==> config.mk <==
export PLATFORM = sky130hd
export DESIGN_NAME = cmbt_mode_timing
export DESIGN_NICKNAME = d
export VERILOG_FILES = /design/src/verilog/cmbt_pkg.sv /design/src/verilog/cmbt_mode_timing.sv
export VERILOG_INCLUDE_DIRS = /design/src /design/src/verilog
export SDC_FILE = /design/constraint.sdc
export NUM_CORES = 1
export LEC_CHECK = 0
export ABC_AREA = 1
export BUFFER_PORTS_ARGS = -buffer_cell sky130_fd_sc_hd__buf_4
export CORE_AREA = 5 5 91 93
export CTS_CLUSTER_SIZE = 14
export DETAILED_ROUTE_END_ITERATION = 16
export DIE_AREA = 0 0 96 98
export PLACE_DENSITY_LB_ADDON = 0.12
export SYNTH_ARGS = -nofsm -noshare
export SYNTH_HDL_FRONTEND = slang
export SYNTH_SLANG_ARGS = --single-unit
==> constraint.sdc <==
create_clock -name core_clk_in -period 2.4 [get_ports core_clk_in]
set_input_delay 0.36 -clock core_clk_in [delete_from_list [all_inputs] [get_ports core_clk_in]]
set_output_delay 0.36 -clock core_clk_in [all_outputs]
set_load 0.05 [all_outputs]
==> src/verilog/cmbt_defs.svh <==
// Register offsets, field positions, reset values and widths of the CAN mode
// and bit-timing control block, as `define macros.
// Assumes inclusion by bare name from the bench and the design file.
// Overview of operation
// - Idle stop bit halts module during device idle.
// - Abort bit aborts transmits; hardware clears when done.
// - Clock select: protocol clock twice peripheral clock.
// - Mode request codes; 101 and 110 reserved.
// - Current mode readback, resets to Configuration.
// - Capture enable triggers timer capture on receive.
// - Window bit selects filter or buffer map.
// - Transmit error count in bits 15-8.
`ifndef CMBT_DEFS_SVH
`define CMBT_DEFS_SVH
// Byte offsets of the registers on the bus.
`define CMBT_OFS_CTRL      8'h00
`define CMBT_OFS_ERRCNT    8'h04
`define CMBT_OFS_TIMING    8'h08
`define CMBT_OFS_STATUS    8'h0C
`define CMBT_OFS_MASK      8'h10
// Control register field positions.
`define CMBT_BIT_IDLE_STOP 13
`define CMBT_BIT_ABORT     12
`define CMBT_BIT_CLK_SEL   11
`define CMBT_REQ_HI        10
`define CMBT_REQ_LO        8
`define CMBT_CUR_HI        7
`define CMBT_CUR_LO        5
`define CMBT_BIT_CAPTURE   3
`define CMBT_BIT_WINDOW    0
// Timing register field positions.
`define CMBT_SJW_HI        7
`define CMBT_SJW_LO        6
`define CMBT_BRP_HI        5
`define CMBT_BRP_LO        0
// Interrupt status and mask bit positions.
`define CMBT_IRQ_MODE      0
`define CMBT_IRQ_ABORT     1
`define CMBT_IRQ_RX        2
`define CMBT_IRQ_W         3
// Reset values.
`define CMBT_RST_MODE      3'h4
`define CMBT_RST_TIMING    8'h00
`endif

==> src/verilog/cmbt_pkg.sv <==
// Types shared by the CAN mode and bit-timing control block.
// Assumes the constants header sits in the include path.
package cmbt_pkg;
  // Operating modes, same code for request and readback.
  typedef enum logic [2:0] {
    CMBT_NORMAL     = 3'b000,
    CMBT_DISABLE    = 3'b001,
    CMBT_LOOPBACK   = 3'b010,
    CMBT_LISTEN     = 3'b011,
    CMBT_CONFIG     = 3'b100,
    CMBT_RSVD_5     = 3'b101,
    CMBT_RSVD_6     = 3'b110,
    CMBT_LISTEN_ALL = 3'b111
  } cmbt_mode_t;
  // Writable fields of the control register.
  typedef struct packed {
    logic       idle_stop_enable;
    logic       abort_all_transmits;
    logic       protocol_clock_select;
    cmbt_mode_t mode_request;
    logic       rx_timestamp_capture_enable;
    logic       window_select;
  } cmbt_ctrl_t;
  // Captured AHB address phase.
  typedef struct packed {
    logic       valid;
    logic       write;
    logic [7:0] addr;
  } cmbt_ahb_ph_t;
endpackage : cmbt_pkg
==> src/verilog/cmbt_mode_timing.sv <==
// Control, status and bit-timing registers of a CAN controller.
// Assumes an AHB-Lite master on core_clk_in, and protocol-engine signals
// (idle, pending transmits, receive strobe, error counts) on the same clock.
// The core clock stands for twice the peripheral clock.
//
// Decided for this implementation: the address map and the AHB-Lite interface to the registers.
`include "cmbt_defs.svh"
module cmbt_mode_timing (
  input  wire logic               core_clk_in,
  input  wire logic               rst_n_in,
  input  wire logic               hsel_in,
  input  wire logic [31:0]        haddr_in,
  input  wire logic [1:0]         htrans_in,
  input  wire logic               hwrite_in,
  input  wire logic [2:0]         hsize_in,
  input  wire logic [31:0]        hwdata_in,
  input  wire logic               hready_in,
  output logic [31:0]             hrdata_out,
  output logic                    hreadyout_out,
  output logic                    hresp_out,
  input  wire logic               device_idle_in,
  input  wire logic               tx_pending_in,
  input  wire logic               rx_msg_done_in,
  input  wire logic [7:0]         tx_error_counter_in,
  input  wire logic [7:0]         rx_error_counter_in,
  output cmbt_pkg::cmbt_mode_t    current_mode_out,
  output logic                    abort_all_transmits_out,
  output logic                    module_halted_out,
  output logic                    rx_capture_trigger_out,
  output logic                    filter_window_out,
  output logic [2:0]              resync_jump_width_out,
  output logic                    time_quantum_tick_out,
  output logic                    irq_out
);
  import cmbt_pkg::*;

  cmbt_ctrl_t          ctrl, next_ctrl;         // Control register fields.
  cmbt_mode_t          cur_mode, next_cur_mode; // Mode the module is in.
  cmbt_ahb_ph_t        ph, next_ph;             // Pending bus data phase.
  logic                rd_wait, next_rd_wait;   // Read wait state taken.
  logic [31:0]         rdata, next_rdata;       // Read data register.
  logic [7:0]          timing, next_timing;     // Jump width and prescaler.
  logic [15:0]         errcnt, next_errcnt;     // Error count snapshot.
  logic [`CMBT_IRQ_W-1:0] stat, next_stat;      // Sticky event bits.
  logic [`CMBT_IRQ_W-1:0] mask, next_mask;      // Interrupt mask.
  logic                half, next_half;         // Peripheral clock phase.
  logic [6:0]          tq_cnt, next_tq_cnt;     // Protocol ticks in quantum.
  logic                tq_tick, next_tq_tick;   // Quantum boundary strobe.
  logic                cap, next_cap;           // Capture strobe.
  logic                halted;                  // Stopped during idle.
  logic                ptick;                   // Protocol clock tick.
  logic                wr_ph;                   // Write data phase now.
  logic                rd_go;                   // Read data sampled now.
  logic [6:0]          tq_len;                  // Last tick index of a quantum.
  logic [`CMBT_IRQ_W-1:0] ev;                   // Events this cycle.

  // True for the six defined mode codes.
  function automatic logic mode_legal(input cmbt_mode_t m);
    return (m != CMBT_RSVD_5) && (m != CMBT_RSVD_6);
  endfunction

  // Register read multiplexer; unmapped offsets read as zero.
  function automatic logic [31:0] read_mux(input logic [7:0] a);
    read_mux = 32'h0000_0000;
    unique case (a)
      `CMBT_OFS_CTRL: begin
        read_mux[`CMBT_BIT_IDLE_STOP] = ctrl.idle_stop_enable;
        read_mux[`CMBT_BIT_ABORT] = ctrl.abort_all_transmits;
        read_mux[`CMBT_BIT_CLK_SEL] = ctrl.protocol_clock_select;
        read_mux[`CMBT_REQ_HI:`CMBT_REQ_LO] = ctrl.mode_request;
        read_mux[`CMBT_CUR_HI:`CMBT_CUR_LO] = cur_mode;
        read_mux[`CMBT_BIT_CAPTURE] = ctrl.rx_timestamp_capture_enable;
        read_mux[`CMBT_BIT_WINDOW] = ctrl.window_select;
      end
      `CMBT_OFS_ERRCNT: read_mux[15:0] = errcnt;
      `CMBT_OFS_TIMING: read_mux[7:0] = timing;
      `CMBT_OFS_STATUS: read_mux[`CMBT_IRQ_W-1:0] = stat;
      `CMBT_OFS_MASK:   read_mux[`CMBT_IRQ_W-1:0] = mask;
      default:          read_mux = 32'h0000_0000;
    endcase
  endfunction

  // Slave answers: writes without wait, reads with one wait state.
  assign wr_ph = ph.valid & ph.write;
  assign rd_go = ph.valid & ~ph.write & ~rd_wait;
  assign hreadyout_out = ~rd_go;
  assign hresp_out = 1'b0;

  // Idle halt and protocol clock derivation.
  assign halted = ctrl.idle_stop_enable & device_idle_in;
  assign ptick = ~halted & (ctrl.protocol_clock_select | half);
  // The last index 2*(prescaler+1)-1 is the prescaler with a one appended.
  // The largest prescaler then still fits in seven bits without overflow.
  assign tq_len = {timing[`CMBT_BRP_HI:`CMBT_BRP_LO], 1'b1};

  // Next-state logic for bus, control, mode, timing and events.
  always_comb begin
    next_ctrl = ctrl;
    next_cur_mode = cur_mode;
    next_ph = ph;
    next_rd_wait = rd_go;
    next_rdata = rdata;
    next_timing = timing;
    next_mask = mask;
    next_cap = 1'b0;
    next_tq_tick = 1'b0;
    next_tq_cnt = tq_cnt;
    next_half = halted ? 1'b0 : ~half;
    ev = '0;
    // Counters are presented as a snapshot of the protocol engine.
    next_errcnt = {tx_error_counter_in, rx_error_counter_in};
    // Address phase capture, held while the slave stalls.
    if (hready_in) begin
      next_ph.valid = hsel_in & htrans_in[1];
      next_ph.write = hwrite_in;
      next_ph.addr = haddr_in[7:0];
    end
    // Read data sampled in the wait cycle.
    if (rd_go) begin
      next_rdata = read_mux(ph.addr);
    end
    // Hardware clears abort once no transmit remains pending.
    if (ctrl.abort_all_transmits && !tx_pending_in) begin
      next_ctrl.abort_all_transmits = 1'b0;
      ev[`CMBT_IRQ_ABORT] = 1'b1;
    end
    // Mode follows a legal request unless halted; reserved codes ignored.
    if (!halted && mode_legal(ctrl.mode_request) && cur_mode != ctrl.mode_request) begin
      next_cur_mode = ctrl.mode_request;
      ev[`CMBT_IRQ_MODE] = 1'b1;
    end
    // Receive strobe raises capture when enabled.
    if (rx_msg_done_in && !halted) begin
      next_cap = ctrl.rx_timestamp_capture_enable;
      ev[`CMBT_IRQ_RX] = 1'b1;
    end
    // Time quantum counter on protocol clock ticks.
    if (ptick) begin
      if (tq_cnt >= tq_len) begin
        next_tq_cnt = 7'h00;
        next_tq_tick = 1'b1;
      end else begin
        next_tq_cnt = tq_cnt + 7'h01;
      end
    end
    // Register writes in the data phase; a software set of abort wins.
    if (wr_ph) begin
      unique case (ph.addr)
        `CMBT_OFS_CTRL: begin
          next_ctrl.idle_stop_enable = hwdata_in[`CMBT_BIT_IDLE_STOP];
          if (hwdata_in[`CMBT_BIT_ABORT]) begin
            next_ctrl.abort_all_transmits = 1'b1;
          end
          next_ctrl.protocol_clock_select = hwdata_in[`CMBT_BIT_CLK_SEL];
          next_ctrl.mode_request = cmbt_mode_t'(hwdata_in[`CMBT_REQ_HI:`CMBT_REQ_LO]);
          next_ctrl.rx_timestamp_capture_enable = hwdata_in[`CMBT_BIT_CAPTURE];
          next_ctrl.window_select = hwdata_in[`CMBT_BIT_WINDOW];
        end
        `CMBT_OFS_TIMING: next_timing = hwdata_in[7:0];
        `CMBT_OFS_MASK:   next_mask = hwdata_in[`CMBT_IRQ_W-1:0];
        default:          next_timing = timing;
      endcase
    end
    // Reading status clears it; an event in the same cycle survives.
    next_stat = ((rd_go && ph.addr == `CMBT_OFS_STATUS) ? '0 : stat) | ev;
  end

  // State registers.
  always_ff @(posedge core_clk_in or negedge rst_n_in) begin
    if (!rst_n_in) begin
      ctrl <= '{mode_request: CMBT_CONFIG, default: 1'b0};
      cur_mode <= CMBT_CONFIG;
      ph <= '0;
      rd_wait <= 1'b0;
      rdata <= 32'h0000_0000;
      timing <= `CMBT_RST_TIMING;
      errcnt <= 16'h0000;
      stat <= '0;
      mask <= '0;
      half <= 1'b0;
      tq_cnt <= 7'h00;
      tq_tick <= 1'b0;
      cap <= 1'b0;
    end else begin
      ctrl <= next_ctrl;
      cur_mode <= next_cur_mode;
      ph <= next_ph;
      rd_wait <= next_rd_wait;
      rdata <= next_rdata;
      timing <= next_timing;
      errcnt <= next_errcnt;
      stat <= next_stat;
      mask <= next_mask;
      half <= next_half;
      tq_cnt <= next_tq_cnt;
      tq_tick <= next_tq_tick;
      cap <= next_cap;
    end
  end

  // Outputs, all from registers except the halt flag, which also follows device_idle_in.
  assign hrdata_out = rdata;
  assign current_mode_out = cur_mode;
  assign abort_all_transmits_out = ctrl.abort_all_transmits;
  assign module_halted_out = halted;
  assign rx_capture_trigger_out = cap;
  assign filter_window_out = ctrl.window_select;
  assign resync_jump_width_out = {1'b0, timing[`CMBT_SJW_HI:`CMBT_SJW_LO]} + 3'h1;
  assign time_quantum_tick_out = tq_tick;
  assign irq_out = |(stat & mask);
endmodule // cmbt_mode_timing

; Word level (Yosys, flattened, before mapping)
; Index checks and enable logic that the tools add are counted.
[totals]
regBits = 78
input_bits = 93
output_inout_bits = 46
wordCells = 77
[op_classes]
addsub = 2
order_cmp = 1
eq_ne = 7
n_mux = 20
n_bitwise = 14
n_reduce_logical = 13
[ops]
columns = cell, count
row1 = 7-bit 2-to-1 mux, 3
row2 = "8-bit by 4-bit == test with 1-bit output, second input constant", 2
row3 = 6-bit case mux with 2 select lines, 1
row4 = 1-bit 2-to-1 mux, 9
row5 = 3-bit case mux with 3 select lines, 1
row6 = "8-bit by 3-bit == test with 1-bit output, second input constant", 1
row7 = "8-bit by 5-bit == test with 1-bit output, second input constant", 1
row8 = 8-bit logical NOT, 1
row9 = 2-bit case mux with 4 select lines, 1
row10 = "7-bit by 1-bit adder with 7-bit output, second input constant", 1
row11 = 7-bit greater-or-equal comparator, 1
row12 = 1-bit bitwise AND, 6
row13 = 1-bit logical AND, 6
row14 = "3-bit != test, second input constant", 2
row15 = 2-bit AND reduction, 3
row16 = 1-bit inverter, 5
row17 = 1-bit case mux with 5 select lines, 1
row18 = "2-bit by 1-bit adder with 3-bit output, second input constant", 1
row19 = 3-bit bitwise AND, 1
row20 = 3-bit 2-to-1 mux, 1
row21 = 3-bit != test, 1
row22 = 3-bit OR, 1
row23 = 1-bit case mux with 3 select lines, 1
row24 = 3-bit OR reduction, 1
row25 = 4 further kinds, 5

; Longest topological paths before layout
[depth]
ltp_word = 6
depth_mapped = 8
ltp_nobuf = 8

; Least setup slack after synthesis
; OpenSTA, ideal clock, no wires.
[synth_timing]
path_kind = register to register
startpoint = register tq_cnt[2]
endpoint = register tq_cnt[3]
t_arrival_ns = 1.280
required_time_ns = 2.275
setup_slack_ns = 0.994
stages_incl_launch_ff = 8
path_buffers = 0
period_less_slack_ns = 1.406
path_cell_list = dfrtp_1 -> ha_1 -> nand3_1 -> nand3_1 -> nand2_1 -> and2_1 -> nor2_1 -> nor2_1
[synth_between]
elab_chain_len = 2
word_cells_on_any_way = 3
cone_classes = add/sub (1) / order compare (1) / mux (1)
[synth_lines]
columns = element, line_no
row1 = "start, declared", cmbt_mode_timing.sv:47  ; logic [6:0] tq_cnt, next_tq_cnt;
row2 = "start signal, assigned", cmbt_mode_timing.sv:195  ; tq_cnt <= next_tq_cnt;
row3 = 7-bit by 1-bit adder with 7-bit output or 7-bit greater-or-equal comparator (tied branches), "cmbt_mode_timing.sv:143, cmbt_mode_timing.sv:139"
row4 = 7-bit 2-to-1 mux *, cmbt_mode_timing.sv:139  ; if (tq_cnt >= tq_len) begin
; Every way passes the cells marked *; elsewhere a longest branch is shown, timed or not.
; A chain may end at the register's enable or synchronous reset.

; Worst setup path in the final report
[layout_timing]
startpoint = register ph[9] (netlist bit)
endpoint = output port hreadyout_out
[layout_between]
elab_chain_len = 3
[layout_lines]
columns = element, line_no
row1 = "start, declared", cmbt_mode_timing.sv:39  ; cmbt_ahb_ph_t ph, next_ph;
row2 = "start signal, assigned", cmbt_mode_timing.sv:187  ; ph <= next_ph;
row3 = 1-bit bitwise AND (2 in series), cmbt_mode_timing.sv:85  ; assign rd_go = ph.valid & ~ph.write & ~rd_wait;
row4 = 1-bit inverter, cmbt_mode_timing.sv:86  ; assign hreadyout_out = ~rd_go;
row5 = "end, declared", cmbt_mode_timing.sv:19  ; output logic hreadyout_out,
; Every way passes these cells.

==> results.txt <==
Post-CTS Hold Buffers: 0
setup total negative slack: 0 ns
routed len/inst: 13.9 um
GRT Overall Usage: 0.191
Resized Gates After CTS: 0
Post-DRT Antenna Nets: 0
Final GP Congestion: 0.778
Gate power share: 0.253
crit share post-route: 0.790
P_leak: 2.36 nW
switching power: 1.26 mW
DR iter-0 viols: 121
I/O pin cnt: 139
Max Slew Vio Count: 0
DRT Pass-1 Iters: 6
Diodes inserted: 0
Layout area overhead: 21.2%
switching power share of the total: 0.343
fillers: 667
final setup vio count: 0
total CTS buffers: 9
Worst Setup End Kind: output pin
final count of hold timing violations: 0
register area share after synthesis: 0.522
CTS root buf: clkbuf_8
mapped cell area: 0.00374 mm2
Int Power: 2.41 mW
cells along the critical path: inv_1, nor2_1, nand2_2, buf_4
EDFF count, synth: 0
row cnt: 32
type of origin of the critical path: flop
asr flop ratio synth: 1.00
clk_skew: 0.00832 ns
DP Area: 0.00432 mm2
Synth Instances: 409
max_cap viols: 0
Worst EP required: 2.04 ns
layout cells sized above 1: 0.259
CP max-delay cell: dfrtp_1
core box area: 0.00745 mm2
nets@finish: 587
via count: 2887
DRC: 0
GRT Residual Overflow: 0
Critical Path Fanout Max: 19
synthesized flop and latch total: 78
Flop pwr share: 0.449
Slew @ Worst Pin: 0.579 ns
CP startpoint: ph[9]$_DFFE_PN0P_
CP top delay family: flip-flops
design area: 0.00454 mm2
Mean Syn Cell Area: 9.16 um2
Pwr Total: 3.67 mW
Vias/cell: 4.87
Fmax: 0.528 GHz
final wirelength: 8220 um
Clock Latency Late Sink: 0.34 ns
CTS tree: built
arrival time at the worst endpoint: 1.54 ns
critical path class: flop to output pin
deepest clock path buffer count: 2
outcome: finished, final reports clean
post-route insts no fill: 593
CTS Sinks: 78
Die X: 96 um
footprint of the multi-input gates: 0.00150 mm2
Yosys cell types: 36
fin crit period: 1.90 ns
Register Area: 0.00195 mm2
worst hold path type: input pin to async pin
CTS clk-pin slew, worst paths: 0.08 ns
number of setup buffers added after CTS: 0
initial antenna violation count: 0
placed cells: 577
H-Tree Depth: 3
chip height: 98 um
Slew Limit Headroom: 0.610
largest net degree at the start of global routing: 45
Starting Density: 0.503
P per Cell Area: 809 mW/mm2
die area: 0.00941 mm2
Post-synth top flop: dfrtp_1
WP buf/inv: 2
global-route wire length before repair: 13800 um
vias in the first global route: 2816
worst ir drop on vdd: 0.000397 V
input/output buffers: 75
Yosys Warn Count: 0
DP HPWL: 6090 um
post-route setup slack: 0.504 ns
Critical Path Max Stage Delay: 0.43 ns
R2R Path Start: tq_cnt[6]$_DFFE_PN0P_
Placement Setup Slack: 0.782 ns
Clk pwr share: 0.298
RSZ-0062 raised after global routing: false
==> cell usage after synthesis, types with 5 or more instances <==
| cell | count | area [um2] |
|---|---|---|
| xnor2_1 | 5 | 43.8 |
| inv_1 | 33 | 124 |
| nor2_1 | 19 | 71.3 |
| nand3_1 | 42 | 210 |
| nand2_1 | 110 | 413 |
| ha_1 | 8 | 100 |
| inv_2 | 5 | 18.8 |
| buf_4 | 19 | 143 |
| dfrtp_1 | 76 | 1900 |
| o21ai_2 | 6 | 52.6 |
| a21oi_1 | 5 | 25.0 |
| o21ai_0 | 34 | 170 |
==> metrics by stage <==
stage	hold WS, ns	util
after CTS	0.0182	0.609
after detailed placement	0.398	0.579
after global routing	0.0529	0.609
after global placement	0.400	0.579
after floorplan	0.0644	-
final	0.00856	0.609
==> final cells by class <==
| class | instances | area share |
|---|---|---|
| clock buffers | 11 | 0.0312 |
| inverters | 39 | 0.0328 |
| multi-input cells | 282 | 0.331 |
| repair buffers | 76 | 0.128 |
| clock inverters | 5 | 0.0179 |
| well taps | 102 | 0.0281 |
| flip-flops and latches | 78 | 0.431 |
==> cells in the final DEF, fill, tap and decap left out, types with 2 or more instances in the layout <==
cell,instances
a21oi_2,4
buf_4,75
nand2_1,110
dfrtp_1,76
o21ai_1,3
nor2_1,19
clkbuf_8,10
o21ai_0,34
nand2_4,2
o21ai_2,6
nor2_8,4
conb_1,17
nand4_1,2
inv_2,5
bufinv_16,2
o21a_1,2
xor2_1,2
inv_1,33
a21oi_1,5
ha_1,8
nor2_2,3
nand2_2,4
nand3_4,2
nand3_1,42
xnor2_1,5
dfstp_2,2
==> layer usage <==
layer | track usage | vias to the layer above | wire length, um
li1 | - | 1433 | -
met5 | 0 | - | 0
met4 | 0.0624 | 0 | 76
met1 | 0.258 | 1369 | 3690
met2 | 0.306 | 77 | 4040
met3 | 0.0378 | 8 | 416
==> state kept, by name (all words and copies together), names as in the netlist <==
| register | count |
|---|---|
| abort_all_transmits_out | 1 |
| ctrl | 6 |
| current_mode_out | 3 |
| errcnt | 16 |
| filter_window_out | 1 |
| half | 1 |
| hrdata_out | 16 |
| mask | 3 |
| ph | 10 |
| rd_wait | 1 |
| rx_capture_trigger_out | 1 |
| stat | 3 |
| time_quantum_tick_out | 1 |
| timing | 8 |
| tq_cnt | 7 |
==> power by group through the flow <==
stage                     clock, mW  sequential (mW)  combinational [mW]
after global placement            0             1.66               0.910
after detailed placement          0             1.67               0.935
after global routing           1.19             1.67                1.03
final                          1.10             1.65               0.927
after floorplan                   0             1.81               0.504
after CTS                      1.12             1.65               0.938
==> cells by family after synthesis <==
logic type / count (synthesis) / share of synthesized area
AO/OA/AOI/OAI: 55 / 0.0855
XOR/XNOR: 7 / 0.0164
adder cells (fa/ha/maj): 8 / 0.0267
buffers and inverters: 65 / 0.0932
flip-flops: 78 / 0.522
other: 1 / 0.00100
AND/OR/NAND/NOR: 195 / 0.255
==> worst paths after layout <==
check | to | slack [ns] | cells past startpoint
worst max-delay path | hreadyout_out | 0.50 | 4
worst min-delay path | ph[5]$_DFFE_PN0P_ | 0.009 | 1
worst max register to register | tq_cnt[4]$_DFFE_PN0P_ | 0.77 | 7
worst min register to register | half$_DFF_PN0_ | 0.46 | 1
max in group asynchronous | hrdata_out[5]$_DFFE_PN0N_ | 1.81 | 2
min in group core_clk_in | errcnt[15]$_DFF_PN0_ | 0.11 | 1
(Power assumes the default switching activity.)
